## src/core/dsc_pkg.sv

```systemverilog
// shared constants and types for the deep sleep control link
`default_nettype none
package dsc_pkg;
  // core clock
  localparam int unsigned CORE_CLK_PERIOD_NS   = 100;
  // link clock made by the host
  localparam int unsigned SCLK_PERIOD_NS       = 800;
  localparam int unsigned SCLK_HALF_CYC        =
    SCLK_PERIOD_NS / 2 / CORE_CLK_PERIOD_NS;
  // timing, longest times round down, least times round up
  localparam int unsigned SLEEP_ENTRY_DELAY_NS = 3000;
  localparam int unsigned WAKE_DELAY_NS        = 30000;
  localparam int unsigned POWER_SETTLE_TIME_US = 2000;
  localparam int unsigned SLEEP_ENTRY_CYC      =
    SLEEP_ENTRY_DELAY_NS / CORE_CLK_PERIOD_NS;
  localparam int unsigned WAKE_CYC             =
    WAKE_DELAY_NS / CORE_CLK_PERIOD_NS;
  localparam int unsigned SETTLE_CYC           =
    (POWER_SETTLE_TIME_US * 1000 + CORE_CLK_PERIOD_NS - 1) /
    CORE_CLK_PERIOD_NS;
  // latency of the pin synchronisers, in core cycles
  localparam int unsigned SYNC_LAT             = 3;
  // short chip select high time between frames
  localparam int unsigned GAP_CYC              = 4;
  localparam int unsigned TIMER_W              = 16;
  // command bytes
  localparam logic [7:0] CMD_SLEEP      = 8'hB9;
  localparam logic [7:0] CMD_WAKE       = 8'hAB;
  localparam logic [7:0] CMD_SOFT_RESET = 8'hFF;
  localparam logic [7:0] CMD_RESET_EN   = 8'h66;
  localparam logic [7:0] CMD_RESET      = 8'h99;
  localparam logic [7:0] CMD_GET_FEAT   = 8'h0F;
  localparam logic [7:0] STATUS_ADDR    = 8'hC0;
  // frame lengths and status bit positions, in bits
  localparam int unsigned CMD_BITS      = 8;
  localparam int unsigned STATUS_BITS   = 24;
  localparam int unsigned STATUS_FIRST  = 16;
  localparam int unsigned STATUS_LAST   = 23;
  // status byte layout
  localparam int unsigned STAT_FLAG_BIT = 0;

  typedef enum logic [3:0] {
    DSC_STANDBY  = 4'b0001,
    DSC_ENTERING = 4'b0010,
    DSC_SLEEP    = 4'b0100,
    DSC_WAKING   = 4'b1000
  } dsc_pwr_t;

  typedef enum logic [5:0] {
    DSC_H_IDLE = 6'b00_0001,
    DSC_H_LEAD = 6'b00_0010,
    DSC_H_HIGH = 6'b00_0100,
    DSC_H_LOW  = 6'b00_1000,
    DSC_H_GAP  = 6'b01_0000,
    DSC_H_WAIT = 6'b10_0000
  } dsc_hst_t;

  typedef enum logic [2:0] {
    DSC_OP_SLEEP  = 3'h0,
    DSC_OP_WAKE   = 3'h1,
    DSC_OP_SOFT   = 3'h2,
    DSC_OP_POR    = 3'h3,
    DSC_OP_STATUS = 3'h4
  } dsc_op_t;
endpackage : dsc_pkg
`default_nettype wire

```

## src/core/dsc_link_if.sv

```systemverilog
// serial link between the host controller and the device
`timescale 1ns/1ps
`default_nettype none
interface dsc_link_if;
  logic cs_n;
  logic sclk;
  logic mosi;
  logic miso;
  modport device (input cs_n, input sclk, input mosi, output miso);
  modport host (output cs_n, output sclk, output mosi, input miso);
endinterface : dsc_link_if
`default_nettype wire

```

## src/core/dsc_device.sv

```systemverilog
// device end: sleep entry, wake and reset exit of the power state
`timescale 1ns/1ps
`default_nettype none
module dsc_device #(
  parameter int unsigned ENTRY_CYC =
    dsc_pkg::SLEEP_ENTRY_CYC - dsc_pkg::SYNC_LAT,
  parameter int unsigned WAKE_CYC =
    dsc_pkg::WAKE_CYC - dsc_pkg::SYNC_LAT
) (
  // clock and reset
  input  wire logic       core_clk,
  input  wire logic       arst_n,
  // serial link
  dsc_link_if.device      link,
  // core side
  input  wire logic       array_busy,
  output logic            deep_sleep_state,
  output logic            operation_in_progress_flag,
  output logic            soft_reset_pulse,
  output logic            por_reset_pulse,
  output logic            cmd_strobe,
  output logic [7:0]      cmd_code
);
  localparam int unsigned TW = dsc_pkg::TIMER_W;

  if (ENTRY_CYC < 1 || ENTRY_CYC >= (1 << TW) ||
      WAKE_CYC < 1 || WAKE_CYC >= (1 << TW)) begin : g_bad_delay
    $error("delay counts do not fit the timer");
  end

  // pin synchronisers
  logic cs_meta;
  logic cs_sync;
  logic cs_prev;
  logic sclk_meta;
  logic sclk_sync;
  logic sclk_prev;
  logic mosi_meta;
  logic mosi_sync;

  always_ff @(posedge core_clk or negedge arst_n) begin
    if (!arst_n) begin
      cs_meta   <= 1'b1;
      cs_sync   <= 1'b1;
      cs_prev   <= 1'b1;
      sclk_meta <= 1'b0;
      sclk_sync <= 1'b0;
      sclk_prev <= 1'b0;
      mosi_meta <= 1'b0;
      mosi_sync <= 1'b0;
    end else begin
      cs_meta   <= link.cs_n;
      cs_sync   <= cs_meta;
      cs_prev   <= cs_sync;
      sclk_meta <= link.sclk;
      sclk_sync <= sclk_meta;
      sclk_prev <= sclk_sync;
      mosi_meta <= link.mosi;
      mosi_sync <= mosi_meta;
    end
  end

  wire sclk_rise = !cs_sync && sclk_sync && !sclk_prev;
  wire sclk_fall = !cs_sync && !sclk_sync && sclk_prev;
  wire cs_fall   = !cs_sync && cs_prev;
  wire cs_rise   = cs_sync && !cs_prev;

  // frame shifter
  logic [5:0] bit_cnt;
  logic [7:0] shift_in;
  logic [7:0] cmd_reg;
  logic       status_mode;
  logic [7:0] status_sh;
  logic       miso_q;

  wire [7:0] next_shift = {shift_in[6:0], mosi_sync};
  wire [5:0] next_cnt   = (bit_cnt == 6'h3F) ? bit_cnt : bit_cnt + 6'h01;
  wire byte_done = sclk_rise &&
                   (bit_cnt == 6'(dsc_pkg::CMD_BITS - 1));
  wire frame_ok  = cs_rise &&
                   (bit_cnt == 6'(dsc_pkg::CMD_BITS));
  wire frame_any = cs_rise && (bit_cnt >= 6'(dsc_pkg::CMD_BITS));

  // power state
  dsc_pkg::dsc_pwr_t state;
  dsc_pkg::dsc_pwr_t next_state;
  logic [TW-1:0]     timer;
  logic [TW-1:0]     next_timer;
  logic              reset_armed;
  logic              next_armed;
  logic              next_soft;
  logic              next_por;
  logic              next_fwd;

  wire is_sleep_cmd = shift_in == dsc_pkg::CMD_SLEEP;
  wire is_wake_cmd  = shift_in == dsc_pkg::CMD_WAKE;
  wire busy_now     = array_busy || (state == dsc_pkg::DSC_WAKING);
  wire serve_status = byte_done &&
                      (next_shift == dsc_pkg::CMD_GET_FEAT) &&
                      (state == dsc_pkg::DSC_STANDBY ||
                       state == dsc_pkg::DSC_WAKING);
  wire fwd_ok       = (cmd_reg != dsc_pkg::CMD_SLEEP) &&
                      (cmd_reg != dsc_pkg::CMD_WAKE);

  always_comb begin
    next_state = state;
    next_timer = (timer != '0) ? timer - TW'(1) : timer;
    next_armed = reset_armed;
    next_soft  = 1'b0;
    next_por   = 1'b0;
    next_fwd   = 1'b0;
    unique case (state)
      dsc_pkg::DSC_STANDBY: begin
        // a frame end alone never leaves standby
        if (frame_ok && is_sleep_cmd && !array_busy) begin
          next_state = dsc_pkg::DSC_ENTERING;
          next_timer = TW'(ENTRY_CYC - 1);
        end else if (frame_any && fwd_ok) begin
          next_fwd = 1'b1;
        end
      end
      dsc_pkg::DSC_ENTERING: begin
        if (timer == '0) begin
          next_state  = dsc_pkg::DSC_SLEEP;
          next_armed  = 1'b0;
        end
      end
      dsc_pkg::DSC_SLEEP: begin
        if (frame_ok) begin
          next_armed = 1'b0;
          if (is_wake_cmd && !busy_now) begin
            next_state = dsc_pkg::DSC_WAKING;
            next_timer = TW'(WAKE_CYC - 1);
          end else if (shift_in == dsc_pkg::CMD_SOFT_RESET) begin
            next_state = dsc_pkg::DSC_STANDBY;
            next_soft  = 1'b1;
          end else if (shift_in == dsc_pkg::CMD_RESET_EN) begin
            next_armed = 1'b1;
          end else if (shift_in == dsc_pkg::CMD_RESET && reset_armed) begin
            next_state = dsc_pkg::DSC_STANDBY;
            next_por   = 1'b1;
          end
        end else if (frame_any) begin
          next_armed = 1'b0;
        end
      end
      dsc_pkg::DSC_WAKING: begin
        // frames other than status reads are dropped until the delay ends
        if (timer == '0) begin
          next_state = dsc_pkg::DSC_STANDBY;
        end
      end
      default: begin
        next_state = dsc_pkg::DSC_STANDBY;
      end
    endcase
  end

  always_ff @(posedge core_clk or negedge arst_n) begin
    if (!arst_n) begin
      state       <= dsc_pkg::DSC_STANDBY;
      timer       <= '0;
      reset_armed <= 1'b0;
    end else begin
      state       <= next_state;
      timer       <= next_timer;
      reset_armed <= next_armed;
    end
  end

  always_ff @(posedge core_clk or negedge arst_n) begin
    if (!arst_n) begin
      bit_cnt  <= '0;
      shift_in <= '0;
      cmd_reg  <= '0;
    end else if (cs_fall) begin
      bit_cnt  <= '0;
    end else if (sclk_rise) begin
      bit_cnt  <= next_cnt;
      if (bit_cnt < 6'(dsc_pkg::CMD_BITS)) begin
        shift_in <= next_shift;
      end
      if (byte_done) begin
        cmd_reg <= next_shift;
      end
    end
  end

  // status byte, shifted out on falling link clock edges
  always_ff @(posedge core_clk or negedge arst_n) begin
    if (!arst_n) begin
      status_mode <= 1'b0;
      status_sh   <= '0;
      miso_q      <= 1'b0;
    end else if (cs_rise || cs_fall) begin
      status_mode <= 1'b0;
      miso_q      <= 1'b0;
    end else begin
      if (serve_status) begin
        status_mode <= 1'b1;
      end
      if (sclk_rise &&
          bit_cnt == 6'(dsc_pkg::STATUS_FIRST - 1)) begin
        status_sh <= 8'(busy_now) << dsc_pkg::STAT_FLAG_BIT;
      end
      if (sclk_fall && status_mode &&
          bit_cnt >= 6'(dsc_pkg::STATUS_FIRST) &&
          bit_cnt <= 6'(dsc_pkg::STATUS_LAST)) begin
        miso_q    <= status_sh[7];
        status_sh <= {status_sh[6:0], 1'b0};
      end
    end
  end

  assign link.miso = miso_q;

  // registered core side outputs
  always_ff @(posedge core_clk or negedge arst_n) begin
    if (!arst_n) begin
      deep_sleep_state           <= 1'b0;
      operation_in_progress_flag <= 1'b0;
      soft_reset_pulse           <= 1'b0;
      por_reset_pulse            <= 1'b0;
      cmd_strobe                 <= 1'b0;
      cmd_code                   <= '0;
    end else begin
      deep_sleep_state           <= next_state == dsc_pkg::DSC_SLEEP;
      operation_in_progress_flag <= array_busy ||
                                    next_state == dsc_pkg::DSC_WAKING;
      soft_reset_pulse           <= next_soft;
      por_reset_pulse            <= next_por;
      cmd_strobe                 <= next_fwd;
      if (next_fwd) begin
        cmd_code <= cmd_reg;
      end
    end
  end
endmodule : dsc_device
`default_nettype wire

```

## src/flat_wrapper.sv

```systemverilog
// flat-port wrapper written by rule: the top's interface ports become plain ports
module dsc_device_flat 
#(
  parameter int unsigned ENTRY_CYC =
    dsc_pkg::SLEEP_ENTRY_CYC - dsc_pkg::SYNC_LAT,
  parameter int unsigned WAKE_CYC =
    dsc_pkg::WAKE_CYC - dsc_pkg::SYNC_LAT
)
  (core_clk, arst_n, array_busy, deep_sleep_state, operation_in_progress_flag, soft_reset_pulse, por_reset_pulse, cmd_strobe, cmd_code, link_cs_n, link_sclk, link_mosi, link_miso);
  dsc_link_if link_i ();
  input  wire logic core_clk;
  input  wire logic arst_n;
  input  wire logic array_busy;
  output logic deep_sleep_state;
  output logic operation_in_progress_flag;
  output logic soft_reset_pulse;
  output logic por_reset_pulse;
  output logic cmd_strobe;
  output logic [7:0] cmd_code;
  input wire logic [$bits(link_i.cs_n)-1:0] link_cs_n;
  input wire logic [$bits(link_i.sclk)-1:0] link_sclk;
  input wire logic [$bits(link_i.mosi)-1:0] link_mosi;
  output wire logic [$bits(link_i.miso)-1:0] link_miso;
  assign link_i.cs_n = link_cs_n;
  assign link_i.sclk = link_sclk;
  assign link_i.mosi = link_mosi;
  assign link_miso = link_i.miso;
  dsc_device #(.ENTRY_CYC(ENTRY_CYC), .WAKE_CYC(WAKE_CYC)) u_core (.core_clk(core_clk), .arst_n(arst_n), .link(link_i), .array_busy(array_busy), .deep_sleep_state(deep_sleep_state), .operation_in_progress_flag(operation_in_progress_flag), .soft_reset_pulse(soft_reset_pulse), .por_reset_pulse(por_reset_pulse), .cmd_strobe(cmd_strobe), .cmd_code(cmd_code));
endmodule
```

## config.mk

```make
export PLATFORM = sky130hd
export DESIGN_NAME = dsc_device_flat
export DESIGN_NICKNAME = d
export VERILOG_FILES = /design/src/core/dsc_pkg.sv /design/src/core/dsc_link_if.sv /design/src/core/dsc_device.sv /design/src/flat_wrapper.sv
export SDC_FILE = /design/constraint.sdc
export NUM_CORES = 1
export LEC_CHECK = 0
export ABC_CLOCK_PERIOD_IN_PS = 2900
export BUFFER_PORTS_ARGS = -buffer_cell sky130_fd_sc_hd__buf_2
export CAP_MARGIN = 0
export CORE_MARGIN = 5
export CORE_UTILIZATION = 60
export CTS_BUF_LIST = sky130_fd_sc_hd__clkbuf_16
export DETAILED_ROUTE_END_ITERATION = 6
export PLACE_DENSITY_LB_ADDON = 0.3
export SKIP_CTS_REPAIR_TIMING = 1
export SYNTH_ARGS = -nofsm -noshare
export SYNTH_HDL_FRONTEND = slang
export SYNTH_SLANG_ARGS = --single-unit
```

## constraint.sdc

```tcl
create_clock -name core_clk -period 2.9 [get_ports core_clk]
set_input_delay 0.58 -clock core_clk [delete_from_list [all_inputs] [get_ports core_clk]]
set_output_delay 0.58 -clock core_clk [all_outputs]
set_load 0.02 [all_outputs]
```

## Word-level counts from Yosys, hierarchy flattened

Cells that the tools add are included.
Widths: inputs -> output; s select.

| operators by class | value |
|---|---|
| $lt $le $gt $ge | 4 |
| equal/unequal tests | 21 |
| muxes and demuxes | 43 |
| reduce and logical (&&, ||, !) cells | 43 |
| add/subtract/negate cells | 2 |
| bitwise gates (word level) | 2 |

Operators by type and width:

| kind | number |
|---|---|
| $mux 16 | 4 |
| $eq 8x8->1 const B | 4 |
| $mux 4 | 8 |
| $pmux 16 s2 | 1 |
| $mux 1 | 23 |
| $logic_and 1x1->1 | 21 |
| $mux 6 | 3 |
| $logic_not 16->1 | 1 |
| $mux 8 | 2 |
| $ne 8x8->1 const B | 2 |
| $pmux 4 s4 | 1 |
| $reduce_bool 16->1 | 1 |
| $sub 16x1->16 const B | 1 |
| $eq 6x4->1 const B | 2 |
| $reduce_bool 2->1 | 5 |
| $reduce_and 3->1 | 3 |
| $eq 4x3->1 const B | 2 |
| $eq 4x4->1 const B | 2 |
| $eq 8x4->1 const B | 1 |
| $eq 8x7->1 const B | 1 |
| $add 6x1->6 const B | 1 |
| $eq 6x3->1 const B | 1 |
| $eq 6x6->1 const B | 1 |
| $ge 6x4->1 const B | 1 |
| other kinds (12) | 23 |

| storage, ports and cells | value |
|---|---|
| logic and storage cells | 138 |
| bits of input ports | 6 |
| register bits | 74 |

## Depth between registers and ports, before layout

Gate-level depths: netlist (run 1).

| depth | value |
|---|---|
| word-level depth | 10 |
| gate-level depth with buffers | 8 |

## Worst setup path before layout (run 1)

No wires, ideal clock.

| timing | value |
|---|---|
| path kind | reg-to-reg |
| from | register u_core.state[0] |
| to | register u_core.cmd_code[0] |
| buffers on the path | 1 |
| data arrival time | 1,992 ps |
| slack | 780 ps |
| cell stages (with the launch flop) | 6 |
| setup time | 128 ps |
| data required time | 2,772 ps |
| path through | dfstp_2 -> or4b_1 -> a31o_1 -> or3_1 -> buf_2 -> mux2_1 |

| on the way | value |
|---|---|
| cells in the longest elaborated chain, start to end | 2 |

Ends and longest elaborated chain:

| element | line | text |
|---|---|---|
| start: declaration | dsc_device.sv:85 | `dsc_pkg::dsc_pwr_t state;` |
| start signal: assignment | dsc_device.sv:161 | `state <= dsc_pkg::DSC_STANDBY;` |
| start signal: assignment | dsc_device.sv:165 | `state <= next_state;` |
| $eq 4x1->1 | dsc_device.sv:112 | `unique case (state)` |
| $mux 1 | dsc_device.sv:112 |  |
| end signal: assignment | dsc_device.sv:234 | `cmd_code <= cmd_reg;` |
| end: declaration | dsc_device.sv:22 | `output logic [7:0] cmd_code` |

Every way passes these cells.
A chain may end at the register's enable or synchronous reset.

## Worst setup path in the final report (run 1)

| timing | value |
|---|---|
| from | register u_core.shift_in[2] |
| to | register u_core.timer[10] |

| on the way | value |
|---|---|
| cells in the longest elaborated chain, start to end | 5 |
| elaborated cells between the ends (all ways) | 9 |
| classes of those cells | 2 x eq/ne; 4 x mux; 3 x reduce/logical |

Ends and longest elaborated chain:

| element | line | text |
|---|---|---|
| start: declaration | dsc_device.sv:70 | `logic [7:0] shift_in;` |
| start signal: assignment | dsc_device.sv:181 | `shift_in <= next_shift;` |
| $eq 8x8->1, on equally long branches | dsc_device.sv:96, dsc_device.sv:95 |  |
| $logic_and 1x1->1, on equally long branches | dsc_device.sv:131, dsc_device.sv:115 |  |
| $mux 16 or $logic_and 1x1->1 (tied branches) | dsc_device.sv:131, dsc_device.sv:115 |  |
| $mux 16, on equally long branches | dsc_device.sv:129, dsc_device.sv:115 |  |
| $pmux 16 s2 (*) | dsc_device.sv:112 |  |
| via u_core.next_timer[10] | dsc_device.sv:88 | `logic [TW-1:0] next_timer;` |
| end signal: assignment | dsc_device.sv:166 | `timer <= next_timer;` |
| end: declaration | dsc_device.sv:87 | `logic [TW-1:0] timer;` |

The timed path passes the listed nets; every way through them passes the cells marked *.

==> impl_results.rst, run 1 <==
.. list-table::
   :header-rows: 1

   * - Metric
     - Value
   * - Run status
     - complete, no violations
   * - Starting density of the core
     - 0.6210
   * - Sum of internal, switching and leakage power
     - roughly 2.3 mW
   * - Count of buffers from port buffering
     - 19
   * - Critical path required time
     - between 3000 and 4000 ps
   * - Count of maximum capacitance violations
     - 0
   * - Kind of launch point of the worst setup path
     - flop
   * - Horizontal die dimension
     - around 85 um
   * - Top reg by flops
     - u_core.timer
   * - Predominant post-synthesis flop cell
     - sky130_fd_sc_hd__dfrtp_1
   * - Sequential area share after synthesis
     - 0.5430
   * - Power density relative to cell area
     - ~590 nW/um2
   * - Clock root buffer
     - sky130_fd_sc_hd__clkbuf_16
   * - Total Die Area
     - 7309 um2
   * - TritonCTS sink count
     - 74
   * - Fraction of final layout cells with drive strength greater than 1
     - 0.2208
   * - I/O pin count
     - 20
   * - Number of global-route vias before repair
     - between 2000 and 2500
   * - Core region area
     - roughly 5500 um2
   * - Detailed-route DRC error count
     - 0
   * - Sw Ratio
     - 0.2398
   * - DR iter-0 viols
     - about 130
   * - Total grt overflow
     - 0
   * - Placement Cell Area
     - 3592 um2
   * - Crit path time final
     - about 2400 ps
   * - Max frequency
     - approximately 420 MHz
   * - Gr usage total
     - 0.1895
   * - Dpl hpwl
     - between 4000 and 5000 um
   * - Met1 track demand over resource in global routing
     - 0.2629
   * - Flip-flop and latch count after synthesis
     - 74
   * - Commonest cells after routing, fill and taps aside
     - 70 x sky130_fd_sc_hd__dfrtp_1, 25 x sky130_fd_sc_hd__nor2_1, 19 x sky130_fd_sc_hd__buf_2
   * - Final number of max-transition violations
     - 0
   * - Overall die height
     - 85.50 um
   * - Type of the most critical hold path
     - input port to asynchronous set/reset pin
   * - Maximum resistive drop on vdd
     - 0.4129 mV
   * - Count of distinct cell types in the synthesized netlist
     - 63
   * - Most common library cell in the layout ignoring fill and taps
     - sky130_fd_sc_hd__dfrtp_1
   * - RD Place Congestion
     - about 0.90
   * - Final core utilization
     - 0.6985
   * - Final std cell area, no fill
     - between 3000 and 4000 um2
   * - Number of enable-type register cells in the synthesized netlist
     - 0
   * - Clk_lat worst skew
     - ~330 ps
   * - Via Count
     - approximately 2300
   * - H-tree Lvls
     - 3
   * - Number of synthesis warnings
     - 0
   * - Number of setup violations in the final report
     - 0
   * - Synth-to-layout area growth
     - 12.48%
   * - Final sum of negative setup slack
     - 0 ps
   * - Cell type with the largest total area after synthesis
     - sky130_fd_sc_hd__dfrtp_1
   * - Clock-pin slew on the worst setup and hold paths
     - about 50 ps
   * - Synth top area share
     - 0.5123
   * - Global-route wire length before repair
     - around 11000 um
   * - Count of mapped cells out of synthesis
     - roughly 290
   * - Start of the worst register-to-register path
     - u_core.shift_in[2]
   * - Layout fillers
     - roughly 400
   * - Portion of total power attributed to sequential cells
     - 0.517
   * - Cell internal pwr
     - roughly 1.7 mW
   * - Cell area after synthesis
     - roughly 3400 um2
   * - GRT busiest layer
     - met2
   * - Average via count per standard cell
     - between 5 and 6
   * - ANT cells
     - 0
   * - Leakage Power
     - roughly 1.8 nW
   * - Routed Antenna Nets
     - 0
   * - Sw power
     - 0.5408 mW
   * - Final Skew
     - 5.077 ps
   * - Async S/R FF share, synth
     - 1.000
   * - Number of antenna violations at the first check in global routing
     - 0
   * - Final standard cell count with taps included and fillers excluded
     - 389
   * - Mean Syn Cell Area
     - roughly 12 um2
   * - Ratio of final minimum period to clock period
     - 0.8232
   * - Power share of the combinational group
     - 0.064
   * - Number of cells in the design after placement
     - about 370
   * - Final Hold Vio Count
     - 0
   * - RSZ-0062 raised after global routing
     - no
   * - Pre-antenna DRT Iters
     - 4
   * - Clock tree from TritonCTS
     - yes
   * - Relative slew slack
     - 0.4423
   * - Clk network pwr share
     - 0.419
   * - Clock tree buffer depth
     - 2
   * - Global Route met2 Usage
     - 0.2860
   * - Largest net degree at the start of global routing
     - 75
   * - Routed length per instance
     - between 15 and 20 um
   * - Critical Path Sink Type
     - flop
   * - Startpoint of the most critical setup path
     - u_core.shift_in[2]
   * - Biggest area contributors in the synthesized netlist
     - sky130_fd_sc_hd__dfrtp_1 51%, sky130_fd_sc_hd__mux2_2 5.3%, sky130_fd_sc_hd__dfstp_2 3.1%
   * - Total clock buffers created by CTS
     - 9
   * - Final routed wirelength across all metal layers
     - around 6200 um
   * - Tightest Pin Transition
     - about 830 ps
   * - Syn_nets
     - a little under 300
   * - Worst EP arrival
     - 2570 ps
   * - Met3 usage in global routing
     - 0.04995
   * - Max reg flops
     - 16
   * - CP Max Fanout
     - 12
   * - # rows
     - 27
   * - Total number of nets in the final design
     - around 320
   * - Category of the critical setup timing path
     - flop to flop
[stage by stage]
step	hold slack, ps	worst slack, ps
2_1_floorplan	284.4	780.0
3_3_place_gp	332.0	523.3
3_5_place_dp	341.3	439.0
4_1_cts	290.1	561.9
5_1_grt	302.1	464.3
6_report	260.5	512.7
[cells by family after synthesis]
family	Yosys count	share of synthesized area
multiplexers	28	0.09221
AO/OA/AOI/OAI	48	0.09550
XOR/XNOR	11	0.02818
flip-flops	74	0.5430
buffers and inverters	15	0.02159
adder cells (fa/ha/maj)	5	0.01829
AND/OR/NAND/NOR	106	0.2012
[critical path, stage by stage (launching register included)]
cell,delay (ps)
sky130_fd_sc_hd__dfrtp_1,450
sky130_fd_sc_hd__or3b_2,500
sky130_fd_sc_hd__nor4b_1,410
sky130_fd_sc_hd__and3_1,320
sky130_fd_sc_hd__nand2b_1,440
sky130_fd_sc_hd__nor2_1,120
[metal layers]
layer | up-vias | share of wire
li1 | 1113 | -
met1 | 1158 | 0.48
met2 | 48 | 0.47
met3 | 11 | 0.039
met4 | 0 | 0.017
met5 | - | 0
[power by group through the flow]
| stage | clock network [mW] | registers [mW] | logic (mW) |
|---|---|---|---|
| after global placement | 0 | 1.18 | 0.139 |
| after detailed placement | 0 | 1.18 | 0.144 |
| after CTS | 0.961 | 1.16 | 0.146 |
| after global routing | 1.02 | 1.18 | 0.164 |
| after floorplan | 0 | 1.16 | 0.0984 |
| final | 0.946 | 1.17 | 0.144 |
[worst paths after layout]
check / to / slack, ps / depth (start not counted)
max in group asynchronous: u_core.cs_prev / 2300 / 2
hold / removal: u_core.status_sh[5] / 260 / 2
hold reg to reg: u_core.mosi_sync / 350 / 0
setup reg to reg: u_core.timer[10] / 510 / 5
setup / recovery: u_core.timer[10] / 510 / 5
min in group core_clk: u_core.cs_meta / 350 / 1
[cell type report]
cell class	instances	area [um2]	share of cell area
clock inverters	6	28.78	0.007482
well taps	72	90.09	0.02342
clock buffers	9	225.2	0.05856
repair buffers	21	122.6	0.03188
multi-input cells	198	1489	0.3871
inverters	9	33.78	0.008783
flip-flops and latches	74	1857	0.4828
[cell usage after synthesis (3+ instances only)]
master / n
sky130_fd_sc_hd__dfrtp_1: 70
sky130_fd_sc_hd__nor2_1: 25
sky130_fd_sc_hd__mux2_2: 16
sky130_fd_sc_hd__a21oi_1: 13
sky130_fd_sc_hd__nand2_1: 11
sky130_fd_sc_hd__inv_1: 9
sky130_fd_sc_hd__xnor2_1: 9
sky130_fd_sc_hd__a22o_1: 8
sky130_fd_sc_hd__mux2_1: 8
sky130_fd_sc_hd__nor3_1: 7
sky130_fd_sc_hd__o21ai_0: 6
sky130_fd_sc_hd__and3_1: 5
sky130_fd_sc_hd__ha_1: 5
sky130_fd_sc_hd__nand4_1: 5
sky130_fd_sc_hd__dfstp_2: 4
sky130_fd_sc_hd__nand3_1: 4
sky130_fd_sc_hd__nor4b_1: 4
sky130_fd_sc_hd__or3_1: 4
sky130_fd_sc_hd__a21o_1: 3
sky130_fd_sc_hd__a31oi_1: 3
sky130_fd_sc_hd__and2_1: 3
sky130_fd_sc_hd__mux2i_1: 3
sky130_fd_sc_hd__nand3b_1: 3
sky130_fd_sc_hd__nor4_1: 3
sky130_fd_sc_hd__o21a_1: 3
sky130_fd_sc_hd__or3b_2: 3
Power figures use the tool's default switching activity.
==> inputs of run 2 (changes only) <==
--- a/config.mk
+++ b/config.mk
@@ -5,7 +5,7 @@
 export SDC_FILE = /design/constraint.sdc
 export NUM_CORES = 1
 export LEC_CHECK = 0
-export ABC_CLOCK_PERIOD_IN_PS = 2900
+export ABC_CLOCK_PERIOD_IN_PS = 2500
 export BUFFER_PORTS_ARGS = -buffer_cell sky130_fd_sc_hd__buf_2
 export CAP_MARGIN = 0
 export CORE_MARGIN = 5
==> constraint.sdc (replaced) <==
create_clock -name core_clk -period 2.5 [get_ports core_clk]
set_input_delay 0.5 -clock core_clk [delete_from_list [all_inputs] [get_ports core_clk]]
set_output_delay 0.5 -clock core_clk [all_outputs]
set_load 0.02 [all_outputs]
==> run 2 against run 1 <==
  * Clock skew rose by 1.5 ps
  * Highest routed layer unchanged
  * Largest power group unchanged
  * Worst hold slack got worse by 53 ps
  * Combinational power rose by 17%
  * Critical endpoint is now u_core.cmd_code[2]
  * Maximum frequency rose by 3.8%
  * Clock-buffer cell count did not move
  * Flip-flop and latch count did not move
  * Final cell count rose by 1.8%
  * Die area did not move
==> impl_results.rst, run 2 (synthesized netlist as in run 1, its figures left out) <==
.. list-table::
   :header-rows: 1

   * - Metric
     - Value
   * - RSZ-0062 raised after global routing
     - no
   * - Final number of max-transition violations
     - 0 (unchanged)
   * - Overall die height
     - 85.50 um (unchanged)
   * - Final routed wirelength across all metal layers
     - 6435 um (+3.0%)
   * - Final WS setup
     - 200.1 ps (-312.6 ps)
   * - ANT cells
     - 0 (unchanged)
   * - RD Place Congestion
     - 0.9167 (+2.0%)
   * - Startpoint of the most critical setup path
     - u_core.state[0]
   * - Final Hold Vio Count
     - 0 (unchanged)
   * - Max frequency
     - 434.8 MHz (+3.8%)
   * - Total number of nets in the final design
     - 330 (+1.9%)
   * - Most common library cell in the layout ignoring fill and taps
     - sky130_fd_sc_hd__dfrtp_1
   * - Worst EP arrival
     - 2500 ps (-70 ps)
   * - Total grt overflow
     - 0 (unchanged)
   * - Clock root buffer
     - sky130_fd_sc_hd__clkbuf_16
   * - Largest stage delay on the critical path
     - 570 ps (+70 ps)
   * - Clock-pin slew on the worst setup and hold paths
     - 50 ps (about the same)
   * - Number of antenna violations at the first check in global routing
     - 0 (unchanged)
   * - Final std cell area, no fill
     - 3915 um2 (+1.8%)
   * - Placement Cell Area
     - 3637 um2 (+1.3%)
   * - # rows
     - 27 (unchanged)
   * - CP Max Fanout
     - 9 (-3)
   * - Relative slew slack
     - 0.5533 (+0.1111)
   * - Run status
     - complete, no violations
   * - Tightest Pin Transition
     - 670.0 ps (-155.0 ps)
   * - Type of the most critical hold path
     - input port to asynchronous set/reset pin
   * - Crit path max-delay cell type
     - sky130_fd_sc_hd__dfstp_2
   * - Power density relative to cell area
     - 694.9 nW/um2 (+19%)
   * - Pre-antenna DRT Iters
     - 4 (unchanged)
   * - Synth-to-layout area growth
     - 14.49%
   * - Horizontal die dimension
     - 85.50 um (unchanged)
   * - TritonCTS sink count
     - 74 (unchanged)
   * - Critical Path Sink Type
     - flop
   * - Top reg by flops
     - u_core.timer
   * - Number of setup violations in the final report
     - 0 (unchanged)
   * - I/O pin count
     - 20 (unchanged)
   * - Maximum resistive drop on vdd
     - 0.5160 mV (+25%)
   * - Core region area
     - 5507 um2 (unchanged)
   * - Count of maximum capacitance violations
     - 0 (unchanged)
   * - Total clock buffers created by CTS
     - 9 (unchanged)
   * - Count of buffers from port buffering
     - 19 (unchanged)
   * - Clock tree from TritonCTS
     - yes
   * - Worst hold slack after final layout
     - 207.7 ps (-52.79 ps)
   * - Clock tree buffer depth
     - 2 (unchanged)
   * - Largest net degree at the start of global routing
     - 31 (-59%)
   * - Power share of the combinational group
     - 0.062 (-0.002)
   * - Sw Ratio
     - 0.2319 (-0.007925)
   * - Max reg flops
     - 16 (unchanged)
   * - Critical path required time
     - 2700 ps (-380 ps)
   * - DR iter-0 viols
     - 86 (-32%)
   * - Commonest cells after routing, fill and taps aside
     - 70 x sky130_fd_sc_hd__dfrtp_1, 25 x sky130_fd_sc_hd__nor2_1, 19 x sky130_fd_sc_hd__buf_2
   * - Cell internal pwr
     - 2.090 mW (+22%)
   * - Clk_lat worst skew
     - 330 ps (about the same)
   * - Routed length per instance
     - 16.25 um (+1.2%)
   * - Kind of launch point of the worst setup path
     - flop
   * - Gate family responsible for the most delay along the worst path
     - simple AND/OR/NAND/NOR gates
   * - Average via count per standard cell
     - 5.947 (-0.71%)
   * - Fraction of final layout cells with drive strength greater than 1
     - 0.2284 (+0.007575)
   * - Minimum setup slack after placement
     - 203.1 ps (-235.9 ps)
   * - Portion of total power attributed to sequential cells
     - 0.498 (-0.019)
   * - Gr usage total
     - 0.1944 (+0.004938)
   * - Detailed-route DRC error count
     - 0 (unchanged)
   * - Count of buffer and inverter cells on the critical path
     - 0 (unchanged)
   * - Final Skew
     - 6.580 ps (+1.504 ps)
   * - H-tree Lvls
     - 3 (unchanged)
   * - Number of cells in the design after placement
     - 380 (+1.6%)
   * - Leakage Power
     - 1.801 nW (+2.1%)
   * - Category of the critical setup timing path
     - flop to flop
   * - Routed Antenna Nets
     - 0 (unchanged)
   * - Crit path time final
     - 2300 ps (-87.38 ps)
   * - Via Count
     - 2355 (+1.1%)
   * - Dpl hpwl
     - 4451 um (+6.0%)
   * - Final standard cell count with taps included and fillers excluded
     - 396 (+1.8%)
   * - Number of global-route vias before repair
     - 2355 (+0.26%)
   * - Sw power
     - 0.6308 mW (+17%)
   * - Critical path, cell by cell
     - or4b_1 -> a31o_1 -> or3_1 -> mux2_1
   * - Ratio of final minimum period to clock period
     - 0.9200 (+0.09676)
   * - Start of the worst register-to-register path
     - u_core.state[0]
   * - Clk network pwr share
     - 0.440 (+0.021)
   * - Final sum of negative setup slack
     - 0 ps (unchanged)
   * - Global-route wire length before repair
     - 11250 um (+3.1%)
   * - Total Die Area
     - 7309 um2 (unchanged)
   * - Starting density of the core
     - 0.6210 (unchanged)
## run 2: worst paths after layout
kind	end	slack (ps)	cells past startpoint
min in group core_clk	u_core.cs_meta	270	1
worst min register to register	u_core.sclk_sync	350	0
worst max register to register	u_core.cmd_code[2]	200	4
worst max-delay path	u_core.cmd_code[2]	200	4
worst min-delay path	u_core.status_sh[3]	210	1
max in group asynchronous	u_core.cmd_code[2]	1600	2
## run 2: routing by layer
| layer | track usage | wire length (um) | up-vias |
|---|---|---|---|
| met5 | 0 | 0 | - |
| met4 | 0.07914 | 121 | 0 |
| met3 | 0.03939 | 258 | 16 |
| met2 | 0.3037 | 3037 | 58 |
| met1 | 0.2671 | 3017 | 1157 |
| li1 | - | - | 1124 |
## run 2: area by class of cell
cell class | count | area, um2
Sequential cell | 74 | 1857
Fill cell | 391 | 1592
Multi-Input combinational cell | 198 | 1489
Clock buffer | 9 | 225.2
Timing Repair Buffer | 27 | 167.7
Tap cell | 72 | 90.09
Clock inverter | 7 | 52.55
Inverter | 9 | 33.78
## run 2: worst reg2reg max path, stage by stage, from the launching register on
cell	delay [ps]
sky130_fd_sc_hd__dfstp_2	570
sky130_fd_sc_hd__or4b_1	470
sky130_fd_sc_hd__a31o_1	220
sky130_fd_sc_hd__or3_1	550
sky130_fd_sc_hd__mux2_1	380
## run 2: power groups by stage
stage          clock network, mW  logic [mW]  registers (mW)
6_report                    1.20       0.168            1.36
5_1_grt                     1.26       0.191            1.37
4_1_cts                     1.21       0.172            1.35
3_5_place_dp                   0       0.171            1.37
3_3_place_gp                   0       0.163            1.36
2_1_floorplan                  0       0.114            1.34
## run 2: per-stage QoR
step,total power [mW],util
6_report,2.720,0.7110
3_3_place_gp,1.528,0.6605
3_5_place_dp,1.542,0.6605
5_1_grt,2.824,0.7110
4_1_cts,2.738,0.7110
2_1_floorplan,1.455,-
